**config.mk**
```make
export PLATFORM = sky130hd
export DESIGN_NAME = cts_tx_sched
export DESIGN_NICKNAME = d
export VERILOG_FILES = /design/src/cts_pkg.sv /design/src/cts_tx_sched.sv
export SDC_FILE = /design/constraint.sdc
export NUM_CORES = 1
export LEC_CHECK = 0
export BUFFER_PORTS_ARGS = -buffer_cell sky130_fd_sc_hd__buf_4
export CELL_PAD_IN_SITES_DETAIL_PLACEMENT = 0
export CELL_PAD_IN_SITES_GLOBAL_PLACEMENT = 1
export CORE_MARGIN = 2
export CORE_UTILIZATION = 45
export DETAILED_ROUTE_END_ITERATION = 8
export HOLD_SLACK_MARGIN = 0.05
export MAX_ROUTING_LAYER = met4
export PLACE_DENSITY_LB_ADDON = 0.2
export SLEW_MARGIN = 20
export SYNTH_ARGS = -nofsm -noshare
export SYNTH_HDL_FRONTEND = slang
export SYNTH_SLANG_ARGS = --single-unit
export TNS_END_PERCENT = 50
```
**constraint.sdc**
```tcl
create_clock -name hclk -period 4.2 [get_ports hclk]
set_input_delay 0.84 -clock hclk [delete_from_list [all_inputs] [get_ports hclk]]
set_output_delay 0.84 -clock hclk [all_outputs]
set_load 0.005 [all_outputs]
```
**src/cts_pkg.sv**
```systemverilog
// Functional notes
// - Three transmit buffers, each a control byte, four id bytes, a length byte, eight data bytes.
// - Before each frame start, the highest-priority queued buffer is chosen.
// - Equal priority goes to the higher buffer index.
// - Two-bit priority field, 11 highest, 00 lowest.
// - Request set by register write, request command or falling edge on request pin.
// - One control byte write sets request and priority together.
// - Setting a request clears abort, lost-arbitration and error flags.
// - Request only marks ready; sending starts when the bus is free.
// - Success clears request, sets done flag, interrupt if enabled.
// - Error keeps request, sets buffer and message error flags, interrupt if enabled.
// - Lost arbitration sets its flag and keeps the request pending.
// - One-shot: single attempt, same flags, request cleared, no retry.
// - Request pins selectable; config register writable only in config mode.
// - Falling edge on an enabled request pin sets that buffer's request.
// - Host clearing a request aborts that buffer without setting abort flag.
// - Abort-all aborts all pending, sets abort flags; host clears it again.
// - A frame already on the bus continues; aborted only if it fails.
// - One-shot failure by error or lost arbitration sets the abort flag.
// - CRC follows data field, or control field for zero data; rx CRC checked.
// - Error counters kept; they select error-active, passive or bus-off.
// - Mode change waits for pending sends; host reads current mode field.
package cts_pkg;
  localparam int CTS_NBUF = 3;
  localparam int CTS_MEM_BYTES = 13;
  localparam int CTS_MEM_DEPTH = 39;
  localparam logic [5:0] CTS_MEM_STRIDE = 6'hD;
  localparam logic [3:0] CTS_BUF_WORDS = 4'hE;
  localparam logic [1:0] CTS_BUF_NONE = 2'h3;
  localparam logic [31:0] CTS_A_CTRL = 32'h0000_0100;
  localparam logic [31:0] CTS_A_STAT = 32'h0000_0104;
  localparam logic [31:0] CTS_A_IEN = 32'h0000_0108;
  localparam logic [31:0] CTS_A_IFLG = 32'h0000_010C;
  localparam logic [31:0] CTS_A_PIN = 32'h0000_0110;
  localparam logic [31:0] CTS_A_RTS = 32'h0000_0114;
  localparam logic [31:0] CTS_A_ERRC = 32'h0000_0118;
  localparam int CTS_B_ABT = 6;
  localparam int CTS_B_LOA = 5;
  localparam int CTS_B_TERR = 4;
  localparam int CTS_B_REQ = 3;
  localparam int CTS_C_ABORT = 4;
  localparam int CTS_C_ONESHOT = 3;
  localparam int CTS_I_MERR = 3;
  localparam logic [2:0] CTS_M_NORMAL = 3'h0;
  localparam logic [2:0] CTS_M_CONFIG = 3'h4;
  localparam logic [3:0] CTS_K_SIDL = 4'h1;
  localparam logic [3:0] CTS_K_DLC = 4'h4;
  localparam int CTS_B_EXT = 3;
  localparam int CTS_B_RTR = 6;
  localparam logic [3:0] CTS_DLC_MAX = 4'h8;
  localparam logic [6:0] CTS_CEND_STD = 7'h13;
  localparam logic [6:0] CTS_CEND_EXT = 7'h27;
  localparam logic [8:0] CTS_TEC_STEP = 9'h008;
  localparam logic [8:0] CTS_TEC_MAX = 9'h1FF;
  localparam logic [7:0] CTS_REC_MAX = 8'hFF;
  localparam logic [1:0] CTS_ES_ACTIVE = 2'h0;
  localparam logic [1:0] CTS_ES_PASSIVE = 2'h1;
  localparam logic [1:0] CTS_ES_BUSOFF = 2'h2;
  typedef struct packed {
    logic bus_idle;
    logic tx_done;
    logic tx_lost;
    logic tx_err;
    logic rx_ok;
    logic rx_err;
  } cts_eng_in_t;
  typedef struct packed {
    logic start;
    logic [1:0] buf_idx;
    logic [103:0] frame;
    logic [6:0] crc_pos;
  } cts_tx_out_t;
  typedef enum logic [1:0] {
    CTS_ST_IDLE = 2'b01,
    CTS_ST_SEND = 2'b10
  } cts_state_t;
endpackage

```
**src/cts_tx_sched.sv**
```systemverilog
`timescale 1ns/1ps
`default_nettype none
module cts_tx_sched (
  input wire logic hclk,
  input wire logic hresetn,
  input wire logic hsel,
  input wire logic [31:0] haddr,
  input wire logic [1:0] htrans,
  input wire logic hwrite,
  input wire logic [2:0] hsize,
  input wire logic [31:0] hwdata,
  input wire logic hready,
  output logic [31:0] hrdata,
  output logic hreadyout,
  output logic hresp,
  input wire logic [2:0] tx_request_pin_n,
  input wire cts_pkg::cts_eng_in_t eng_in,
  output var cts_pkg::cts_tx_out_t tx_out,
  output logic irq_n,
  output logic [1:0] err_state
);
  function automatic logic buf_hit(input logic [31:0] a);
    return (a[31:8] == 24'h0) && (a[7:6] != cts_pkg::CTS_BUF_NONE) &&
           (a[5:2] < cts_pkg::CTS_BUF_WORDS) && (a[1:0] == 2'h0);
  endfunction

  function automatic logic [5:0] mem_idx(input logic [1:0] b,
                                         input logic [3:0] k);
    return 6'({4'h0, b} * cts_pkg::CTS_MEM_STRIDE + {2'h0, k});
  endfunction

  function automatic logic [6:0] crc_pos_f(input logic ext,
                                           input logic [7:0] len);
    logic [3:0] n;
    n = len[3:0];
    if (len[cts_pkg::CTS_B_RTR])
      n = 4'h0;
    else if (n > cts_pkg::CTS_DLC_MAX)
      n = cts_pkg::CTS_DLC_MAX;
    return (ext ? cts_pkg::CTS_CEND_EXT : cts_pkg::CTS_CEND_STD) +
           {n, 3'h0};
  endfunction

  // Storage and control state
  logic [7:0] mem_reg [0:cts_pkg::CTS_MEM_DEPTH-1];
  logic [2:0] tx_request_bit_reg;
  logic [2:0] tx_request_bit_next;
  logic [1:0] tx_priority_field_reg [0:cts_pkg::CTS_NBUF-1];
  logic [2:0] abort_flag_reg;
  logic [2:0] abort_flag_next;
  logic [2:0] lost_arbitration_flag_reg;
  logic [2:0] lost_arbitration_flag_next;
  logic [2:0] tx_error_flag_reg;
  logic [2:0] tx_error_flag_next;
  logic [2:0] requested_mode_field_reg;
  logic [2:0] current_mode_field_reg;
  logic abort_all_bit_reg;
  logic one_shot_enable_reg;
  logic [3:0] irq_enable_reg;
  logic [3:0] irq_flag_reg;
  logic [3:0] irq_flag_next;
  logic [2:0] request_pin_config_reg;
  logic [2:0] pin_prev_reg;
  logic [8:0] transmit_error_count_reg;
  logic [8:0] transmit_error_count_next;
  logic [7:0] receive_error_count_reg;
  logic [7:0] receive_error_count_next;
  cts_pkg::cts_state_t state_reg;
  cts_pkg::cts_state_t state_next;
  logic [1:0] act_buf_reg;
  logic [1:0] err_state_next;

  // Bus slave state
  logic wr_pend_reg;
  logic [31:0] wr_addr_reg;
  logic rd_pend_reg;
  logic [31:0] rd_addr_reg;
  logic [31:0] hrdata_reg;
  logic hreadyout_reg;
  logic [31:0] rd_val;

  // Outputs
  cts_pkg::cts_tx_out_t tx_out_reg;
  cts_pkg::cts_tx_out_t tx_out_next;
  logic irq_n_reg;

  // Bus decode
  wire acc = hsel && htrans[1] && hready;
  wire wr_buf = wr_pend_reg && buf_hit(wr_addr_reg);
  wire [1:0] wr_b = wr_addr_reg[7:6];
  wire [3:0] wr_k = wr_addr_reg[5:2];
  wire wr_ctlb = wr_buf && (wr_k == 4'h0);
  wire wr_data = wr_buf && (wr_k != 4'h0);
  wire [5:0] wr_mi = mem_idx(wr_b, wr_k - 4'h1);
  wire wr_ctrl = wr_pend_reg && (wr_addr_reg == cts_pkg::CTS_A_CTRL);
  wire wr_ien = wr_pend_reg && (wr_addr_reg == cts_pkg::CTS_A_IEN);
  wire wr_iflg = wr_pend_reg && (wr_addr_reg == cts_pkg::CTS_A_IFLG);
  wire wr_pin = wr_pend_reg && (wr_addr_reg == cts_pkg::CTS_A_PIN);
  wire wr_rts = wr_pend_reg && (wr_addr_reg == cts_pkg::CTS_A_RTS);
  wire cfg_mode = current_mode_field_reg == cts_pkg::CTS_M_CONFIG;
  wire sending = state_reg == cts_pkg::CTS_ST_SEND;

  // Request sources
  wire [2:0] sel_b = 3'(1) << wr_b;
  wire [2:0] pin_fall = request_pin_config_reg & pin_prev_reg &
                        ~tx_request_pin_n;
  wire [2:0] set_req = ({3{wr_ctlb && hwdata[cts_pkg::CTS_B_REQ]}} & sel_b) |
                       ({3{wr_rts}} & hwdata[2:0]) |
                       pin_fall;
  wire [2:0] clr_host = {3{wr_ctlb && !hwdata[cts_pkg::CTS_B_REQ]}} &
                        sel_b;

  // Outcome of the frame on the bus
  wire [2:0] act_b = sending ? (3'(1) << act_buf_reg) : 3'h0;
  wire [2:0] done_b = act_b & {3{eng_in.tx_done}};
  wire [2:0] lost_b = act_b & {3{eng_in.tx_lost}};
  wire [2:0] err_b = act_b & {3{eng_in.tx_err}};
  wire [2:0] fail_b = lost_b | err_b;
  // Failure drops the request only in one-shot or under abort-all
  wire drop = one_shot_enable_reg || abort_all_bit_reg;
  wire [2:0] drop_b = fail_b & {3{drop}};
  // Frame on the bus is spared; it finishes first
  wire [2:0] abort_all_bit_b = {3{abort_all_bit_reg}} & tx_request_bit_reg &
                      ~act_b;

  // Scheduler pick over queued buffers
  logic [1:0] pick;
  logic pick_ok;
  always_comb begin
    pick = 2'h0;
    pick_ok = 1'b0;
    for (int i = 0; i < cts_pkg::CTS_NBUF; i++) begin
      if (tx_request_bit_reg[i] &&
          (!pick_ok || tx_priority_field_reg[i] >= tx_priority_field_reg[pick]))
      begin
        pick = 2'(i);
        pick_ok = 1'b1;
      end
    end
  end

  wire can_send = (current_mode_field_reg == cts_pkg::CTS_M_NORMAL) &&
                  !abort_all_bit_reg && (err_state != cts_pkg::CTS_ES_BUSOFF);
  wire start = (state_reg == cts_pkg::CTS_ST_IDLE) && pick_ok &&
               can_send && eng_in.bus_idle;
  wire [7:0] sel_sidl = mem_reg[mem_idx(pick, cts_pkg::CTS_K_SIDL)];
  wire [7:0] sel_len = mem_reg[mem_idx(pick, cts_pkg::CTS_K_DLC)];

  // Frame latched for the engine at frame start
  always_comb begin
    tx_out_next = tx_out_reg;
    tx_out_next.start = start;
    if (start) begin
      tx_out_next.buf_idx = pick;
      for (int k = 0; k < cts_pkg::CTS_MEM_BYTES; k++)
        tx_out_next.frame[k*8 +: 8] = mem_reg[mem_idx(pick, 4'(k))];
      tx_out_next.crc_pos = crc_pos_f(sel_sidl[cts_pkg::CTS_B_EXT],
                                      sel_len);
    end
  end

  always_comb begin
    state_next = state_reg;
    case (state_reg)
      cts_pkg::CTS_ST_IDLE:
        if (start)
          state_next = cts_pkg::CTS_ST_SEND;
      cts_pkg::CTS_ST_SEND:
        if (eng_in.tx_done || eng_in.tx_lost || eng_in.tx_err)
          state_next = cts_pkg::CTS_ST_IDLE;
      default:
        state_next = cts_pkg::CTS_ST_IDLE;
    endcase
  end

  // Per-buffer request and status flags; a set wins over any clear
  always_comb begin
    for (int i = 0; i < cts_pkg::CTS_NBUF; i++) begin
      tx_request_bit_next[i] = tx_request_bit_reg[i];
      abort_flag_next[i] = abort_flag_reg[i];
      lost_arbitration_flag_next[i] = lost_arbitration_flag_reg[i];
      tx_error_flag_next[i] = tx_error_flag_reg[i];
      if (set_req[i]) begin
        tx_request_bit_next[i] = 1'b1;
        abort_flag_next[i] = 1'b0;
        lost_arbitration_flag_next[i] = 1'b0;
        tx_error_flag_next[i] = 1'b0;
      end else begin
        if (clr_host[i] || done_b[i])
          tx_request_bit_next[i] = 1'b0;
        if (drop_b[i] || abort_all_bit_b[i]) begin
          tx_request_bit_next[i] = 1'b0;
          abort_flag_next[i] = 1'b1;
        end
        if (lost_b[i])
          lost_arbitration_flag_next[i] = 1'b1;
        if (err_b[i])
          tx_error_flag_next[i] = 1'b1;
      end
    end
  end

  // Done and message-error flags, write one to clear
  always_comb begin
    irq_flag_next = irq_flag_reg;
    if (wr_iflg)
      irq_flag_next = irq_flag_reg & ~hwdata[3:0];
    irq_flag_next[2:0] = irq_flag_next[2:0] | done_b;
    if (|err_b)
      irq_flag_next[cts_pkg::CTS_I_MERR] = 1'b1;
  end

  // Fault confinement counters
  always_comb begin
    transmit_error_count_next = transmit_error_count_reg;
    receive_error_count_next = receive_error_count_reg;
    if (cfg_mode) begin
      transmit_error_count_next = 9'h0;
      receive_error_count_next = 8'h0;
    end else begin
      if (|err_b)
        transmit_error_count_next =
          (transmit_error_count_reg > cts_pkg::CTS_TEC_MAX -
           cts_pkg::CTS_TEC_STEP) ? cts_pkg::CTS_TEC_MAX :
          transmit_error_count_reg + cts_pkg::CTS_TEC_STEP;
      else if (|done_b && transmit_error_count_reg != 9'h0)
        transmit_error_count_next = transmit_error_count_reg - 9'h1;
      // Bad received CRC arrives as a receive error
      if (eng_in.rx_err &&
          receive_error_count_reg != cts_pkg::CTS_REC_MAX)
        receive_error_count_next = receive_error_count_reg + 8'h1;
      else if (eng_in.rx_ok && receive_error_count_reg != 8'h0)
        receive_error_count_next = receive_error_count_reg - 8'h1;
    end
  end

  always_comb begin
    if (transmit_error_count_next[8])
      err_state_next = cts_pkg::CTS_ES_BUSOFF;
    else if (transmit_error_count_next[7] || receive_error_count_next[7])
      err_state_next = cts_pkg::CTS_ES_PASSIVE;
    else
      err_state_next = cts_pkg::CTS_ES_ACTIVE;
  end

  // Register read mux
  always_comb begin
    rd_val = 32'h0;
    if (buf_hit(rd_addr_reg)) begin
      if (rd_addr_reg[5:2] == 4'h0) begin
        rd_val[cts_pkg::CTS_B_ABT] = abort_flag_reg[rd_addr_reg[7:6]];
        rd_val[cts_pkg::CTS_B_LOA] =
          lost_arbitration_flag_reg[rd_addr_reg[7:6]];
        rd_val[cts_pkg::CTS_B_TERR] = tx_error_flag_reg[rd_addr_reg[7:6]];
        rd_val[cts_pkg::CTS_B_REQ] = tx_request_bit_reg[rd_addr_reg[7:6]];
        rd_val[1:0] = tx_priority_field_reg[rd_addr_reg[7:6]];
      end else begin
        rd_val[7:0] = mem_reg[mem_idx(rd_addr_reg[7:6],
                                      rd_addr_reg[5:2] - 4'h1)];
      end
    end else begin
      case (rd_addr_reg)
        cts_pkg::CTS_A_CTRL:
          rd_val[7:0] = {requested_mode_field_reg, abort_all_bit_reg,
                         one_shot_enable_reg, 3'h0};
        cts_pkg::CTS_A_STAT:
          rd_val[7:0] = {current_mode_field_reg, 2'h0, err_state,
                         sending};
        cts_pkg::CTS_A_IEN:
          rd_val[3:0] = irq_enable_reg;
        cts_pkg::CTS_A_IFLG:
          rd_val[3:0] = irq_flag_reg;
        cts_pkg::CTS_A_PIN:
          rd_val[5:0] = {tx_request_pin_n, request_pin_config_reg};
        cts_pkg::CTS_A_ERRC:
          rd_val[23:0] = {receive_error_count_reg, 7'h0,
                          transmit_error_count_reg};
        default:
          rd_val = 32'h0;
      endcase
    end
  end

  // Bus slave: writes take no wait, reads one wait state
  always_ff @(posedge hclk or negedge hresetn) begin
    if (!hresetn) begin
      wr_pend_reg <= 1'b0;
      wr_addr_reg <= 32'h0;
      rd_pend_reg <= 1'b0;
      rd_addr_reg <= 32'h0;
      hrdata_reg <= 32'h0;
      hreadyout_reg <= 1'b1;
    end else begin
      wr_pend_reg <= acc && hwrite;
      if (acc)
        wr_addr_reg <= haddr;
      if (acc && !hwrite)
        rd_addr_reg <= haddr;
      rd_pend_reg <= acc && !hwrite;
      hreadyout_reg <= !(acc && !hwrite);
      if (rd_pend_reg)
        hrdata_reg <= rd_val;
    end
  end

  always_ff @(posedge hclk) begin
    if (wr_data)
      mem_reg[wr_mi] <= hwdata[7:0];
  end

  always_ff @(posedge hclk or negedge hresetn) begin
    if (!hresetn) begin
      for (int i = 0; i < cts_pkg::CTS_NBUF; i++)
        tx_priority_field_reg[i] <= 2'h0;
    end else if (wr_ctlb) begin
      tx_priority_field_reg[wr_b] <= hwdata[1:0];
    end
  end

  always_ff @(posedge hclk or negedge hresetn) begin
    if (!hresetn) begin
      tx_request_bit_reg <= 3'h0;
      abort_flag_reg <= 3'h0;
      lost_arbitration_flag_reg <= 3'h0;
      tx_error_flag_reg <= 3'h0;
      irq_flag_reg <= 4'h0;
      state_reg <= cts_pkg::CTS_ST_IDLE;
      act_buf_reg <= 2'h0;
      tx_out_reg <= '0;
    end else begin
      tx_request_bit_reg <= tx_request_bit_next;
      abort_flag_reg <= abort_flag_next;
      lost_arbitration_flag_reg <= lost_arbitration_flag_next;
      tx_error_flag_reg <= tx_error_flag_next;
      irq_flag_reg <= irq_flag_next;
      state_reg <= state_next;
      if (start)
        act_buf_reg <= pick;
      tx_out_reg <= tx_out_next;
    end
  end

  // Control, mode and pin configuration
  always_ff @(posedge hclk or negedge hresetn) begin
    if (!hresetn) begin
      requested_mode_field_reg <= cts_pkg::CTS_M_CONFIG;
      current_mode_field_reg <= cts_pkg::CTS_M_CONFIG;
      abort_all_bit_reg <= 1'b0;
      one_shot_enable_reg <= 1'b0;
      irq_enable_reg <= 4'h0;
      request_pin_config_reg <= 3'h0;
      pin_prev_reg <= 3'h7;
    end else begin
      if (wr_ctrl) begin
        requested_mode_field_reg <= hwdata[7:5];
        abort_all_bit_reg <= hwdata[cts_pkg::CTS_C_ABORT];
        one_shot_enable_reg <= hwdata[cts_pkg::CTS_C_ONESHOT];
      end
      // Holds off until nothing is queued or on the bus
      if (!(|tx_request_bit_reg) && !sending)
        current_mode_field_reg <= requested_mode_field_reg;
      if (wr_ien)
        irq_enable_reg <= hwdata[3:0];
      if (wr_pin && cfg_mode)
        request_pin_config_reg <= hwdata[2:0];
      pin_prev_reg <= tx_request_pin_n;
    end
  end

  // Counters and derived outputs
  always_ff @(posedge hclk or negedge hresetn) begin
    if (!hresetn) begin
      transmit_error_count_reg <= 9'h0;
      receive_error_count_reg <= 8'h0;
      err_state <= cts_pkg::CTS_ES_ACTIVE;
      irq_n_reg <= 1'b1;
    end else begin
      transmit_error_count_reg <= transmit_error_count_next;
      receive_error_count_reg <= receive_error_count_next;
      err_state <= err_state_next;
      irq_n_reg <= !(|(irq_flag_next & irq_enable_reg));
    end
  end

  assign hrdata = hrdata_reg;
  assign hreadyout = hreadyout_reg;
  assign hresp = 1'b0;
  assign tx_out = tx_out_reg;
  assign irq_n = irq_n_reg;
endmodule // cts_tx_sched
`default_nettype wire

```
### After elaboration in Yosys (flattened, before gate mapping)

Memory sizes are Yosys's and may differ from the RTL's. A register that Yosys moved wholly into a read port is not among the register bits.
Cells that the tools add are included.

| storage, ports and cells | value |
|---|---|
| memories kept | 1 |
| output and inout bits | 151 |
| register bits | 275 |
| input port bits | 83 |
| memory bits (writable) | 312 |
| logic and storage cells | 295 |

| operators by class | value |
|---|---|
| order comparisons | 11 |
| reductions and logical operators | 94 |
| $add $sub $neg | 21 |
| shift operators | 2 |
| $mul | 3 |
| bitwise operators | 23 |
| mux-type cells | 80 |
| equal/unequal tests | 20 |

Memory list:

| memory | depth | width | rd ports | clocked after memory_dff | write ports | RTL line | RTL |
|---|---|---|---|---|---|---|---|
| mem_reg | 39 | 8 | 14 | 11 | 1 | cts_tx_sched.sv:45 | `logic [7:0] mem_reg [0:cts_pkg::CTS_MEM_DEPTH-1];` |

Operator list:

| operator | number |
|---|---|
| 32-bit by 9-bit == test with 1-bit output, second input constant | 11 |
| 24-bit zero test | 2 |
| 1-bit two-way mux | 41 |
| 9-bit two-way mux | 4 |
| 3-bit bitwise AND | 11 |
| 1-bit logical AND | 33 |
| 16-bit two-way mux | 2 |
| 8-bit two-way mux | 4 |
| 6-bit by 4-bit adder with 6-bit output, second input constant | 5 |
| 6-bit by 3-bit adder with 6-bit output, second input constant | 4 |
| 4-bit one-hot mux with 6 select lines | 1 |
| 1-bit zero test | 20 |
| 2-bit two-way mux | 10 |
| 4-bit two-way mux | 5 |
| 2-bit by 4-bit multiplier with 6-bit output, second input constant | 3 |
| 2-bit nonzero test | 9 |
| 3-bit nonzero test | 5 |
| 6-bit by 2-bit adder with 6-bit output, second input constant | 2 |
| 6-bit by 4-bit adder with 6-bit output | 2 |
| 1-bit logical OR | 12 |
| 3-bit bitwise OR | 4 |
| 9-bit by 4-bit adder with 9-bit output, second input constant | 1 |
| 3-bit >= comparator, second input constant | 3 |
| 9-bit > comparator, second input constant | 1 |
| 41 further kinds | 59 |

### Depth between registers and ports, before layout

An unclocked memory read counts as a cell.

| depth | value |
|---|---|
| depth in word-level cells | 21 |
| depth in mapped cells | 21 |
| mapped depth without buffers | 16 |

### Worst setup path before layout

No wires, ideal clock.

| timing path | value |
|---|---|
| path type | reg2reg |
| start | reg tx_priority_field_reg[2] (netlist bit) |
| end | reg tx_out_reg, in the netlist tx_out[6] |
| setup time | 0.069 ns |
| slack | -0.339 ns |
| required time | 4.131 ns |
| clock period less this slack | 4.539 ns |
| buffers on the path | 5 |
| stages on the path, launching flop included | 22 |
| arrival time | 4.470 ns |
| cell sequence | dfrtp_1 inv_1 ha_1 nor2b_1 o2bb2ai_1 buf_6 buf_2 buf_2 mux2_2 ha_1 nand2b_1 a211o_1 nand2_1 clkbuf_1 buf_2 nand2_1 o21ai_0 nor2_1 ha_1 fa_1 or4_1 nand3_1 |

| on the way | value |
|---|---|
| longest elaborated chain between the ends | 20 |
| elaborated cells between the ends (all ways) | 28 |
| those cells by class | add/sub (3); mul (1); order compare (3); mux (11); bitwise (1); reduce/logical (8); memory (1) |

RTL lines:

| what | RTL line | RTL |
|---|---|---|
| from (decl) | cts_tx_sched.sv:48 | `logic [1:0] tx_priority_field_reg [0:cts_pkg::CTS_NBUF-1];` |
| from (signal, indexed assignment) | cts_tx_sched.sv:316 | `tx_priority_field_reg[wr_b] <= hwdata[1:0];` |
| 2-bit >= comparator | cts_tx_sched.sv:134 | `(!pick_ok \|\| tx_priority_field_reg[i] >= tx_priority_field_reg[pick]))` |
| 1-bit logical OR | cts_tx_sched.sv:134 |  |
| 1-bit logical AND | cts_tx_sched.sv:133 | `if (tx_request_bit_reg[i] &&` |
| 1-bit two-way mux | cts_tx_sched.sv:133 |  |
| 1-bit NOT with 3-bit output (implied by the code) | cts_tx_sched.sv:134 |  |
| 2-bit binary-select mux with 2-bit select | cts_tx_sched.sv:134 |  |
| 2-bit two-way mux (implied by the code) (2 in a row) | cts_tx_sched.sv:134 |  |
| 2-bit >= comparator | cts_tx_sched.sv:134 |  |
| [... 3 more ...] | n/a |  |
| 2-bit by 4-bit multiplier with 6-bit output | cts_tx_sched.sv:29 | `return 6'({4'h0, b} * cts_pkg::CTS_MEM_STRIDE + {2'h0, k});` |
| 6-bit by 3-bit adder with 6-bit output | cts_tx_sched.sv:29 |  |
| memory read 39 x 8 bit | n/a |  |
| 4-bit > comparator | cts_tx_sched.sv:38 | `else if (n > cts_pkg::CTS_DLC_MAX)` |
| 4-bit two-way mux | cts_tx_sched.sv:38 |  |
| 4-bit two-way mux | cts_tx_sched.sv:36 | `if (len[cts_pkg::CTS_B_RTR])` |
| 4-bit two-way mux | cts_tx_sched.sv:153 | `if (start) begin` |
| 6-bit by 7-bit adder with 7-bit output | cts_tx_sched.sv:40 | `return (ext ? cts_pkg::CTS_CEND_EXT : cts_pkg::CTS_CEND_STD) +` |
| to (signal assigned) | cts_tx_sched.sv:339 | `tx_out_reg <= tx_out_next;` |
| to (decl) | cts_tx_sched.sv:83 | `cts_pkg::cts_tx_out_t tx_out_reg;` |

Parallel ways exist; a longest one is shown, timed or not. The select of a mux whose other input is x is not followed.
A chain may end at the register's enable or synchronous reset.

### Final worst setup path

| timing path | value |
|---|---|
| start | reg tx_priority_field_reg[5] (netlist bit) |
| end | reg tx_out_reg, in the netlist tx_out[6] |

The elaborated chain is that of the path after synthesis.

==> qor.yml <==
timing:
  fmax_mhz: 253
  rsz0062_at_grt: "false"
  relSlewSlack: 0.280
  final.setup.tns_ps: 0
  whs_ps: 208
  period_share: 0.942
  setup_viol: 0
  hold_viol_final: 0
  fin_skew_ps: 27.1
  slew_violations: 0
  tightest_slew_ps: 1080
  fin_ws_ps: 244
  min_period_ps: 3960
worst_setup_path:
  path_class: "reg -> reg"
  crit_arrival_ps: 4540
  r2r-start: "tx_priority_field_reg[5]$_DFFE_PN0P_"
  worstSetupEndpointType: "flip-flop"
  required_ps: 4780
  startpoint_type: "flip-flop"
  crit_start: "tx_priority_field_reg[5]$_DFFE_PN0P_"
  path_max_fanout: 11
synthesis:
  syn_area_per_cell_um2: 13.3
  synthFlopType: "edfxtp_1"
  syn_area_mm2: 0.0264
  seq_area_frac_synth: 0.600
  synthTopCellsByArea: "edfxtp_1, dfrtp_1, mux4_2, mux2i_1, nand2_1"
  synth_edf_count: 312
  ys_ff_latch: 569
  async_flop_share: 0.452
  yosys-top-cells-count: "edfxtp_1, dfrtp_1, nand2_1, nor2_1, mux2i_1"
  yosys_warnings: 0
  post-synth-top-count-cell: "edfxtp_1"
  synth_top_area_frac: 0.355
  synth_top_area_cell: "edfxtp_1"
  synth_cells: 1978
  ys_types: 85
floorplanning:
  start_util: 0.456
  rows: 88
  dieWidth_um: 246
  coreArea_mm2: 0.0578
  die_h_um: 246
  die_area_mm2: 0.0605
  io_pins: 234
place:
  hpwlAfterDp_um: 57300
  placed_area_mm2: 0.0291
  placement.io_buffers: 189
  dp.cells: 2916
  gp_congestion: 0.904
  pre_cts_slack_ps: 251
power:
  peakVddDrop_mv: 0.407
  leakagePower_nw: 13.0
  p_per_area_mw_per_mm2: 645
  p_total_mw: 20.1
drt:
  vias: 17800
  wl_um: 81100
  post-route-drc-count: 0
  dr.pass1.iters: 6
  drt_iter0_drc: 2015
  ant_nets: 0
  routedWlPerCell_um: 26.8
  viasPerCell: 5.88
clock_network:
  numCtsBuffers: 60
  cts_hold_buf: 0
  clock_path_buffers: 3
  cts.sinks: 569
  clkLatencyLatePin_ps: 640
  clk_pin_slew_ps: 60
  root_buffer: "clkbuf_16"
  post_cts_buffers: 0
  htreeDepth: 2
  ctsResizeCount: 0
  cts_tree: "done"
final_layout:
  final_layout_size_suffix_gt1_frac: 0.249
  nFillCells: 4862
  final_cells: 3031
  syn2layout_area_growth_pct: 18.1
  largest_reg_flops: 312
  nets: 2342
  design_area_mm2: 0.0311
  post-route-util: 0.539
global_route:
  grt_pass1_vias: 17800
  grt_pass1_wl_um: 119000
  grt-ovfl-total: 0
  grt_usage: 0.277
  antenna_found_initial: 3
  grt_max_degree: 106
min_path:
  hold_path.class: "in -> async"
run_status:
  status: "complete, no violations"
job:
  cap_viol_max_count: 0
-- power by group --
| group | internal, mW | switching [mW] |
|---|---|---|
| clock | 3.21 | 2.34 |
| sequential | 6.61 | 0.631 |
| combinational | 3.29 | 4.00 |
| total | 13.1 | 6.97 |
-- kinds of logic after synthesis --
logic type,Yosys count,share of synthesized area
DFF,569,0.600
and+or+nand+nor,516,0.0893
AOI/OAI and AO/OA,381,0.101
muxes,278,0.149
buffers and inverters,173,0.0320
adders and majority gates,46,0.0233
xor gates and xnor gates,14,0.00494
other,1,0.000142
-- worst paths after layout --
check	slack (ps)	endpoint	cells past startpoint
worst min register to register	460	irq_n$_DFF_PN1_	1
worst max-delay path	240	tx_out[6]$_DFFE_PN0P_	16
worst min-delay path	210	tx_out[33]$_DFFE_PN0P_	1
min in group hclk	320	pin_prev_reg[1]$_DFF_PN1_	1
max in group asynchronous	2980	hreadyout$_DFF_PN1_	2
worst max register to register	240	tx_out[6]$_DFFE_PN0P_	16
-- per-layer routing --
metal	vias up	track usage	wire, um
met3	108	0.0546	6870
met4	0	0.0768	1940
met5	-	-	0
met2	722	0.413	37400
met1	9145	0.386	34900
li1	7854	-	-
-- final cells by class --
type	instances	area (um^2)	area share
clock buffer	82	1730	0.0555
antenna	1	2.50	0.0000803
multi-input combinational	1251	9830	0.316
inverter	43	161	0.00518
timing repair buffer	288	2310	0.0741
clock inverter	32	353	0.0113
tap	765	957	0.0307
sequential	569	15800	0.508
-- layout by cell type, fill, tap and decap left out, types with 9 or more instances in the layout --
cell       instances
a211oi_1          94
a21o_1            91
a21oi_1           51
a221oi_1          10
a22o_1            13
buf_12            11
buf_4            276
clkbuf_1          11
clkbuf_16         63
clkinv_2           9
conb_1            16
dfrtp_1          249
edfxtp_1         312
ha_1              39
inv_1             42
mux2_2            65
mux2i_1          129
mux4_1             9
mux4_2            74
nand2_1          198
nand2b_1          22
nand3_1           21
nand4_1            9
nor2_1           182
nor2b_1            9
nor3_1            16
nor4_1            13
o21ai_0           58
-- worst max-delay path, stage by stage (launching register included) --
cell and delay, ps:
dfrtp_1 390, inv_1 60, ha_1 260, nand2_1 80, o2bb2ai_4 200, mux2_2 360, ha_1 260, nand2b_1 140
a211o_1 350, nand2_8 160, mux2_2 210, nand2b_1 160, nor2_1 60, ha_1 200, fa_1 380, or4_1 530
nand3_1 90
No activity file was read; power rests on OpenSTA's default activity.
